--- src/rtl/async_read_defs.svh ---
`ifndef ASYNC_READ_DEFS_SVH
`define ASYNC_READ_DEFS_SVH
`define ADDR_W 24
`define DATA_W 16
`define BE_W 2
`define BANK_W 4
`define CNT_W 8
`define MODE_ASYNC 2'h0
`define CLKOUT_SEL_SYS0 4'h3
`define READY_RELEASE_CYCLES 8'h03
`endif

--- src/rtl/async_read_pkg.sv ---
`include "async_read_defs.svh"
`default_nettype none
package async_read_pkg;
   typedef struct packed {
      logic [`CNT_W-1:0] pre_setup_cycles;
      logic [`CNT_W-1:0] read_setup_cycles;
      logic [`CNT_W-1:0] pre_access_cycles;
      logic [`CNT_W-1:0] read_access_cycles;
      logic [`CNT_W-1:0] read_hold_cycles;
   } timing_type;
   typedef struct packed {
      logic [`ADDR_W-1:0] addr;
      logic [`BANK_W-1:0] bank;
      logic [`BE_W-1:0] byte_en;
   } request_type;
   typedef enum logic [2:0] {
      ST_IDLE = 3'b000,
      ST_PRE_SETUP = 3'b001,
      ST_SETUP = 3'b010,
      ST_PRE_ACCESS = 3'b011,
      ST_ACCESS = 3'b100,
      ST_HOLD = 3'b101
   } phase_type;
endpackage
`default_nettype wire

--- src/rtl/async_memory_read_sequencer.sv ---
`include "async_read_defs.svh"
`default_nettype none
// How it works
// - Reads run only in bank mode 00
// - Address, bank select lead strobe by three phases
// - Output enable leads strobe by setup+preaccess
// - Pre-access count after address valid rises
// - Strobe low exactly access count without ready
// - Outputs held for hold count after strobe
// - Strobe released within 3 cycles of ready
// - Data captured when read strobe rises
// - Selector 3 mirrors system clock on pin
// - Address valid low for setup count
module async_memory_read_sequencer (
   // Clock and reset
   input wire logic i_clk_sys,
   input wire logic i_reset_n,
   // Configuration
   input wire logic [1:0] i_bank_mode,
   input wire logic i_ready_wait_en,
   input wire logic [3:0] i_clkout_source_sel,
   input wire async_read_pkg::timing_type i_timing,
   // Request and answer
   input wire logic i_req,
   input wire async_read_pkg::request_type i_request,
   output logic o_busy,
   output logic o_done,
   output logic [`DATA_W-1:0] o_rdata,
   // Memory pins
   output logic [`ADDR_W-1:0] o_addr_bus,
   output logic [`BANK_W-1:0] o_bank_select_n,
   output logic [`BE_W-1:0] o_byte_enable_n,
   output logic o_output_enable_n,
   output logic o_read_strobe_n,
   output logic o_addr_valid_n,
   output logic o_clkout_en,
   input wire logic [`DATA_W-1:0] i_data_bus,
   input wire logic i_ext_ready
);
   import async_read_pkg::*;

   phase_type phase_reg;
   logic [`CNT_W-1:0] count_reg;
   timing_type timing_reg;
   logic ready_s1_reg;
   logic ready_s2_reg;
   logic [`DATA_W-1:0] data_s1_reg;
   logic [`DATA_W-1:0] data_s2_reg;
   logic last;

   assign last = (count_reg <= 8'h01);

   always_ff @(posedge i_clk_sys or negedge i_reset_n) begin
      if (!i_reset_n) begin
         ready_s1_reg <= 1'b0;
         ready_s2_reg <= 1'b0;
         data_s1_reg <= '0;
         data_s2_reg <= '0;
      end else begin
         ready_s1_reg <= i_ext_ready;
         ready_s2_reg <= ready_s1_reg;
         data_s1_reg <= i_data_bus;
         data_s2_reg <= data_s1_reg;
      end
   end

   // Phase sequencer
   always_ff @(posedge i_clk_sys or negedge i_reset_n) begin
      if (!i_reset_n) begin
         phase_reg <= ST_IDLE;
         count_reg <= '0;
         timing_reg <= '0;
      end else begin
         case (phase_reg)
            ST_IDLE: begin
               if (i_req && i_bank_mode == `MODE_ASYNC) begin
                  timing_reg <= i_timing;
                  phase_reg <= ST_PRE_SETUP;
                  count_reg <= i_timing.pre_setup_cycles;
               end
            end
            ST_PRE_SETUP: begin
               count_reg <= count_reg - 8'h01;
               if (last) begin
                  phase_reg <= ST_SETUP;
                  count_reg <= timing_reg.read_setup_cycles;
               end
            end
            ST_SETUP: begin
               count_reg <= count_reg - 8'h01;
               if (last) begin
                  phase_reg <= ST_PRE_ACCESS;
                  count_reg <= timing_reg.pre_access_cycles;
               end
            end
            ST_PRE_ACCESS: begin
               count_reg <= count_reg - 8'h01;
               if (last) begin
                  phase_reg <= ST_ACCESS;
                  count_reg <= timing_reg.read_access_cycles;
               end
            end
            ST_ACCESS: begin
               if (count_reg > 8'h01) begin
                  count_reg <= count_reg - 8'h01;
               end else if (!i_ready_wait_en || ready_s2_reg) begin
                  phase_reg <= ST_HOLD;
                  count_reg <= timing_reg.read_hold_cycles;
               end
            end
            ST_HOLD: begin
               count_reg <= count_reg - 8'h01;
               if (last) begin
                  phase_reg <= ST_IDLE;
               end
            end
            default: phase_reg <= ST_IDLE;
         endcase
      end
   end

   // Pin drivers, registered from next phase
   always_ff @(posedge i_clk_sys or negedge i_reset_n) begin
      if (!i_reset_n) begin
         o_addr_bus <= '0;
         o_bank_select_n <= '1;
         o_byte_enable_n <= '1;
         o_output_enable_n <= 1'b1;
         o_read_strobe_n <= 1'b1;
         o_addr_valid_n <= 1'b1;
         o_busy <= 1'b0;
      end else begin
         if (phase_reg == ST_IDLE && i_req && i_bank_mode == `MODE_ASYNC) begin
            o_addr_bus <= i_request.addr;
            o_bank_select_n <= ~i_request.bank;
            o_byte_enable_n <= ~i_request.byte_en;
            o_busy <= 1'b1;
         end else if (phase_reg == ST_HOLD && last) begin
            o_bank_select_n <= '1;
            o_byte_enable_n <= '1;
            o_output_enable_n <= 1'b1;
            o_busy <= 1'b0;
         end
         if (phase_reg == ST_PRE_SETUP && last) begin
            o_addr_valid_n <= 1'b0;
            o_output_enable_n <= 1'b0;
         end
         if (phase_reg == ST_SETUP && last) begin
            o_addr_valid_n <= 1'b1;
         end
         if (phase_reg == ST_PRE_ACCESS && last) begin
            o_read_strobe_n <= 1'b0;
         end
         if (phase_reg == ST_ACCESS && count_reg <= 8'h01
             && (!i_ready_wait_en || ready_s2_reg)) begin
            o_read_strobe_n <= 1'b1;
         end
      end
   end

   // Read data capture at strobe rise
   always_ff @(posedge i_clk_sys or negedge i_reset_n) begin
      if (!i_reset_n) begin
         o_rdata <= '0;
         o_done <= 1'b0;
      end else begin
         o_done <= 1'b0;
         if (phase_reg == ST_ACCESS && count_reg <= 8'h01
             && (!i_ready_wait_en || ready_s2_reg)) begin
            o_rdata <= data_s2_reg;
            o_done <= 1'b1;
         end
      end
   end

   // Clock mirror enable
   always_ff @(posedge i_clk_sys or negedge i_reset_n) begin
      if (!i_reset_n) begin
         o_clkout_en <= 1'b0;
      end else begin
         o_clkout_en <= (i_clkout_source_sel == `CLKOUT_SEL_SYS0);
      end
   end
endmodule // async_memory_read_sequencer
`default_nettype wire

--- config.mk ---
export PLATFORM = sky130hd
export DESIGN_NAME = async_memory_read_sequencer
export DESIGN_NICKNAME = d
export VERILOG_FILES = /design/src/rtl/async_read_pkg.sv /design/src/rtl/async_memory_read_sequencer.sv
export VERILOG_INCLUDE_DIRS = /design/src /design/src/rtl
export SDC_FILE = /design/constraint.sdc
export NUM_CORES = 1
export LEC_CHECK = 0
export ABC_CLOCK_PERIOD_IN_PS = 3800
export BUFFER_PORTS_ARGS = -buffer_cell sky130_fd_sc_hd__buf_4
export CELL_PAD_IN_SITES_DETAIL_PLACEMENT = 0
export CELL_PAD_IN_SITES_GLOBAL_PLACEMENT = 1
export CORE_UTILIZATION = 44
export DETAILED_ROUTE_END_ITERATION = 8
export PLACE_DENSITY = 0.88
export SYNTH_ARGS = -nofsm -noshare
export SYNTH_HDL_FRONTEND = slang
export SYNTH_SLANG_ARGS = --single-unit
--- constraint.sdc ---
create_clock -name i_clk_sys -period 3.8 [get_ports i_clk_sys]
set_input_delay 0.57 -clock i_clk_sys [delete_from_list [all_inputs] [get_ports i_clk_sys]]
set_output_delay 0.57 -clock i_clk_sys [all_outputs]
set_load 0.005 [all_outputs]
==> results of run 1 <==
-- cells in the mapped netlist (5+ instances only) --
cell and n:
sky130_fd_sc_hd__inv_1 8, sky130_fd_sc_hd__clkbuf_1 10, sky130_fd_sc_hd__dfrtp_1 120, sky130_fd_sc_hd__a21oi_1 12, sky130_fd_sc_hd__nor2b_1 5, sky130_fd_sc_hd__buf_2 6, sky130_fd_sc_hd__o21ai_0 18, sky130_fd_sc_hd__nor3_1 8
sky130_fd_sc_hd__mux2_2 65, sky130_fd_sc_hd__dfstp_2 9, sky130_fd_sc_hd__mux2_4 10, sky130_fd_sc_hd__a2bb2oi_1 8, sky130_fd_sc_hd__nor2_1 16, sky130_fd_sc_hd__nand2_1 22
-- cells by family (layout without fill, tap and decap cells) --
family | after synthesis | in the layout | synth area share, %
AO/OA/AOI/OAI | 79 | 79 | 10.47
XOR/XNOR | 5 | 5 | 0.8252
adder cells (fa/ha/maj) | 2 | 2 | 0.4714
buffers and inverters | 29 | 193 | 2.735
flip-flops | 129 | 129 | 61.03
multiplexers | 78 | 78 | 17.19
AND/OR/NAND/NOR | 74 | 74 | 7.285
-- worst paths after layout --
kind | from | slack (ps) | end | depth (start not counted)
max in group asynchronous | i_reset_n | 3020 | o_addr_bus[0]$_DFFE_PN0P_ | 2
setup reg to reg | phase_reg[2]$_DFFE_PN0P_ | 1130 | timing_reg[10]$_DFFE_PN0P_ | 4
hold / removal | i_reset_n | 220 | timing_reg[16]$_DFFE_PN0P_ | 2
min in group i_clk_sys | i_data_bus[1] | 250 | data_s1_reg[1]$_DFF_PN0_ | 1
setup / recovery | phase_reg[2]$_DFFE_PN0P_ | 1130 | timing_reg[10]$_DFFE_PN0P_ | 4
hold reg to reg | data_s1_reg[1]$_DFF_PN0_ | 350 | data_s2_reg[1]$_DFF_PN0_ | 0
-- final cells by class --
cell class	instances	area [sq um]
Multi-Input combinational cell	238	1931
Tap cell	143	178.9
Timing Repair Buffer	153	1174
Sequential cell	129	3239
Clock buffer	18	439.2
Clock inverter	14	191.4
Inverter	8	30.03
Fill cell	897	4382
-- report_power, final --
group	internal, mW	switching, mW
sequential	1.81	0.334
clock	1.07	0.647
combinational	0.867	0.687
-- routing by layer --
| layer | global-route usage (%) | vias up | share of wire (%) |
|---|---|---|---|
| met3 | 6.587 | 31 | 8.2 |
| met5 | 0 | - | 0 |
| met4 | 10.90 | 0 | 2.8 |
| met2 | 33.87 | 171 | 49 |
| met1 | 27.26 | 1871 | 40 |
| li1 | - | 1746 | - |
==> run summary, run 1 <==
==============================================================================
Result of the run                                                 finished, violations left
Violated checks                                                   design-rule violations
Detailed placement HPWL                                           8550 microns
Residual DRC                                                                 5
TritonCTS clock tree                                                      done
Number of buffers added to fix hold violations after cts                     0
Count of endpoints failing setup in the final report                         0
Nets                                                                       646
Clock latency reported for the late side of the worst-skew pair         420 ps
Clock-pin transition on the worst setup and hold timing paths            60 ps
Routed via count                                                          3819
Number of clock sinks seen by CTS                                          129
RSZ-0062 raised after global routing                                        no
Initial DRC count                                                          174
Number of warnings printed during yosys synthesis                            0
Buffers & Inverters on Critical Path                                         1
I/O Buffers                                                                148
Syn Nets                                                                   495
Final Instance Count excl. Fillers                                         703
Die Area                                                           12510 sq um
Maximum number of pins on one net before global-route repair               130
Sum of negative setup slack                                               0 ps
Cell leakage power                                                    3.331 nW
Post-CTS setup buffers                                                       0
Core Box Area                                                      11560 sq um
Slowest cell delay on critical path                                     700 ps
Flip-flop count of the largest register after layout                        32
Final Total Pwr                                                       5.421 mW
Data arrival time of the critical path                                 2970 ps
Worst clock skew                                                      7.388 ps
Maximum level of the CTS H-tree                                              4
Cell area power density                                           754.7 nW/um^2
Gr usage total                                                          21.63%
Crit-path slowest cell                                            sky130_fd_sc_hd__dfrtp_1
Biggest area consumer among synthesized cells                     sky130_fd_sc_hd__dfrtp_1
Height of the die                                                 111.8 microns
Number of global-route vias before repair                                 4016
Final Hold Viols                                                             0
Top FF cell, synth                                                sky130_fd_sc_hd__dfrtp_1
Residual overflow from global routing                                        0
Number of synthesized register bits                                        129
IR Drop Worst-Case VDD                                               0.4626 mV
Post-DR wirelength/cell                                           17.68 microns
Async set or reset register ratio after synthesis                       100.0%
CTS buffer count                                                            17
Final routed wirelength across all metal layers                   12430 microns
Crit Path Max Fanout                                                        48
Most area-consuming cells after synthesis                         sky130_fd_sc_hd__dfrtp_1 57%, sky130_fd_sc_hd__mux2_2 14%, sky130_fd_sc_hd__dfstp_2 4.5%
Final slew viol count                                                        0
CTS resizes                                                                  0
Clock Tree Root                                                   sky130_fd_sc_hd__clkbuf_16
Global-route wire length before repair                            20580 microns
Category of the worst setup path launch point                             flop
Post-Route Utilization                                                  62.11%
Critical Path Sink Type                                                   flop
Horiz. Die Dim                                                    111.8 microns
Worst-path cell chain                                             or3_1 -> nor2_4 -> buf_12 -> mux2_2
Max-cap violations                                                           0
Top-area cell type share of the netlist area                            56.58%
Worst setup timing slack at the placement stage                        1116 ps
Number of rows in the core area                                             39
Rel. slew slack                                                         42.34%
Layout overhead on the synthesized area                                 35.34%
Pin slew with the least headroom to its limit                         864.9 ps
WP data required                                                       4100 ps
Share of post-route cells with drive strength above 1                   49.46%
Area after detailed placement                                       6553 sq um
Gpl congestion                                                          0.9284
Number of flops mapped to enable cells by yosys                              0
Post-Synthesis Cell Area                                            5308 sq um
Highest Clock Rate                                                  0.3745 GHz
Non-Filler Cell Area, Final                                         7183 sq um
Diode count                                                                  0
Commonest non-fill, non-tap cell in the layout                    sky130_fd_sc_hd__buf_4
CTS max path bufs                                                            2
Highest-count cells in the layout ignoring fill and taps          151 x sky130_fd_sc_hd__buf_4, 120 x sky130_fd_sc_hd__dfrtp_1, 65 x sky130_fd_sc_hd__mux2_2
Vias per cell                                                            5.432
Sequential area share after synthesis                                   61.03%
Top-level I/O count                                                        149
Cells after DPL                                                            671
Starting utilization of the core area                                   45.89%
Type of the worst min-delay path                                      in2async
Post-synthesis cell count                                                  396
Count of different cell masters after synthesis                             57
Post-route clock period utilization                                     70.27%
Final antenna-violating net count                                            0
Final Hold Slack                                                      215.1 ps
Post-layout min period                                                 2670 ps
Average footprint of a synthesized cell                            13.40 sq um
Antenna violations before repair                                             0
CP delay by family, top                                           simple AND/OR/NAND/NOR gates
1st-pass router iterations                                                   6
Crit Path Category                                                     reg2reg
Minimum setup slack in the final design                                1130 ps
==============================================================================
No activity file was read; power rests on OpenSTA's default activity.
==> run 2: changes to the inputs <==
- ABC_CLOCK_PERIOD_IN_PS: 3800 -> 2400
- CORE_UTILIZATION: 44 -> 37
- PLACE_DENSITY: 0.88 -> 0.79
- clock period: 3.8 -> 2.4 ns (I/O delays scaled with it)
==> run summary, run 2 (synthesis gave the netlist of run 1 again) <==
==============================================================================
TritonCTS clock tree                                                      done   unchanged
Clock Tree Root                                                   sky130_fd_sc_hd__clkbuf_16   unchanged
Core Box Area                                                      13930 sq um   was 11560 sq um
Height of the die                                                 121.8 microns   was 111.8 microns
Final slew viol count                                                        0   unchanged
Cells after DPL                                                            737   was 671
Data arrival time of the critical path                                 2580 ps   was 2970 ps
Top-level I/O count                                                        149   unchanged
Crit Path Category                                                     reg2reg   unchanged
Clock latency reported for the late side of the worst-skew pair         410 ps   was 420 ps
CTS max path bufs                                                            2   unchanged
Diode count                                                                  0   unchanged
Area after detailed placement                                       6854 sq um   was 6553 sq um
Post-DR wirelength/cell                                           17.42 microns   was 17.68 microns
Detailed placement HPWL                                           9962 microns   was 8550 microns
Gpl congestion                                                          0.8694   was 0.9284
Post-layout min period                                                 2283 ps   was 2670 ps
Cell area power density                                           1184 nW/um^2   was 754.7 nW/um^2
Pin slew with the least headroom to its limit                         612.3 ps   was 864.9 ps
Critical Path Sink Type                                                   flop   unchanged
Final Instance Count excl. Fillers                                         770   was 703
Final Hold Viols                                                             0   unchanged
Vias per cell                                                            5.052   was 5.432
WP data required                                                       2700 ps   was 4100 ps
Starting utilization of the core area                                   38.09%   was 45.89%
CTS buffer count                                                            17   unchanged
Die Area                                                           14830 sq um   was 12510 sq um
1st-pass router iterations                                                   4   was 6
Post-route clock period utilization                                     95.11%   was 70.27%
Number of clock sinks seen by CTS                                          129   unchanged
Residual overflow from global routing                                        0   unchanged
Type of the worst min-delay path                                        in2reg   was in2async
Layout filler cell count                                                  1185   was 897
Highest-count cells in the layout ignoring fill and taps          177 x sky130_fd_sc_hd__buf_4, 120 x sky130_fd_sc_hd__dfrtp_1, 65 x sky130_fd_sc_hd__mux2_2   was 151 x sky130_fd_sc_hd__buf_4, 120 x sky130_fd_sc_hd__dfrtp_1, 65 x sky130_fd_sc_hd__mux2_2
Share of post-route cells with drive strength above 1                   51.69%   was 49.46%
Max-cap violations                                                           0   unchanged
Rel. slew slack                                                         58.87%   was 42.34%
Post-CTS setup buffers                                                       0   unchanged
Initial DRC count                                                          163   was 174
Commonest non-fill, non-tap cell in the layout                    sky130_fd_sc_hd__buf_4   unchanged
Final Hold Slack                                                      46.84 ps   was 215.1 ps
Routed via count                                                          3890   was 3819
I/O Buffers                                                                148   unchanged
Crit Path Max Fanout                                                        16   was 48
Comb pwr share                                                           33.0%   was 28.7%
Global-route wire length before repair                            21890 microns   was 20580 microns
Maximum level of the CTS H-tree                                              4   unchanged
Nets                                                                       676   was 646
Cell leakage power                                                    3.489 nW   was 3.331 nW
Horiz. Die Dim                                                    121.8 microns   was 111.8 microns
Final routed wirelength across all metal layers                   13420 microns   was 12430 microns
Flip-flop count of the largest register after layout                        32   unchanged
Result of the run                                                 finished clean   was finished, violations left
Non-Filler Cell Area, Final                                         7481 sq um   was 7183 sq um
Count of endpoints failing setup in the final report                         0   unchanged
Antenna violations before repair                                             0   unchanged
Gr usage total                                                          19.88%   was 21.63%
Share of power burned in registers                                       37.0%   was 39.6%
Number of rows in the core area                                             43   was 39
Power dissipated by switching net loads                               2.677 mW   was 1.669 mW
Number of global-route vias before repair                                 4222   was 4016
Category of the worst setup path launch point                             flop   unchanged
Layout overhead on the synthesized area                                 40.95%   was 35.34%
Highest Clock Rate                                                  0.4381 GHz   was 0.3745 GHz
Residual DRC                                                                 0   was 5
Final antenna-violating net count                                            0   unchanged
Worst clock skew                                                      5.498 ps   was 7.388 ps
Maximum number of pins on one net before global-route repair                52   was 130
Internal power                                                        6.184 mW   was 3.752 mW
Switching part of the total power                                       30.21%   was 30.78%
Clock-pin transition on the worst setup and hold timing paths            60 ps   about the same
Sum of negative setup slack                                               0 ps   unchanged
RSZ-0062 raised after global routing                                        no   unchanged
Clock share of power                                                     30.0%   was 31.7%
IR Drop Worst-Case VDD                                               0.7397 mV   was 0.4626 mV
==============================================================================
-- run 2: cell types whose count changed in the layout (fill, tap and decap cells not counted), sizes merged --
cell         previous run  this run
buf                   153       182
clkbuf                 18        21
clkinv                  2         4
clkinvlp                2         1
dlygate4sd3             0         1
inv                    15        11
-- run 2: worst max-delay path, stage by stage, from the launching register on --
cell and delay (ps):
sky130_fd_sc_hd__dfrtp_1 400, sky130_fd_sc_hd__inv_1 90, sky130_fd_sc_hd__ha_1 180, sky130_fd_sc_hd__nor2_1 80
sky130_fd_sc_hd__buf_4 160, sky130_fd_sc_hd__or4_4 530, sky130_fd_sc_hd__nor3_4 170, sky130_fd_sc_hd__buf_12 200
sky130_fd_sc_hd__mux2_2 350
-- run 2: worst paths after layout --
kind / start / endpoint / slack, ps / cells past startpoint
min reg2reg: data_s1_reg[3]$_DFF_PN0_ / data_s2_reg[3]$_DFF_PN0_ / 350 / 0
max in group asynchronous: i_reset_n / o_read_strobe_n$_DFFE_PN1P_ / 1230 / 3
max: count_reg[1]$_DFFE_PN0P_ / o_rdata[1]$_DFFE_PN0P_ / 120 / 8
min: i_data_bus[14] / data_s1_reg[14]$_DFF_PN0_ / 50 / 1
max reg2reg: count_reg[1]$_DFFE_PN0P_ / o_rdata[1]$_DFFE_PN0P_ / 120 / 8
min in group asynchronous: i_reset_n / o_rdata[5]$_DFFE_PN0P_ / 470 / 2
-- run 2: per-stage QoR --
step	setup WS, ps	utilization, %	total power, mW
after detailed placement	125.7	49.19	6.247
after floorplan	93.06	-	4.846
after global routing	35.28	53.69	9.426
after global placement	169.7	49.19	6.173
after CTS	115.7	53.65	8.959
final	117.5	53.69	8.861
-- run 2: final cells by class --
class | count | area [sq um] | area share [%]
sequential | 129 | 3239 | 43.30
clock buffer | 21 | 460.4 | 6.155
multi-input combinational | 238 | 1936 | 25.87
clock inverter | 11 | 151.4 | 2.024
tap | 180 | 225.2 | 3.011
timing repair buffer | 183 | 1439 | 19.23
inverter | 8 | 30.03 | 0.4014
-- run 2: timing repair --
item / in CTS / in global routing
endpoints found under the setup margin: 0 / 1
gates resized for setup: 0 / 1
hold buffers: 1 / 0
hold endpoints to repair: 28 / 0
-- run 2: layer usage --
metal / global-route usage [%] / wire length, microns / vias up
li1: - / - / 1801
met1: 24.89 / 5831 / 1939
met2: 31.57 / 6388 / 134
met4: 6.713 / 167 / 0
met3: 7.397 / 1028 / 16
met5: 0 / 0 / -
-- run 2: power groups by stage --
stage | Combinational [mW] | Clock, mW | Sequential (mW)
final | 2.92 | 2.66 | 3.28
after global routing | 3.22 | 2.83 | 3.38
after CTS | 2.95 | 2.72 | 3.29
after detailed placement | 2.93 | 0 | 3.32
after global placement | 2.89 | 0 | 3.28
after floorplan | 1.61 | 0 | 3.24
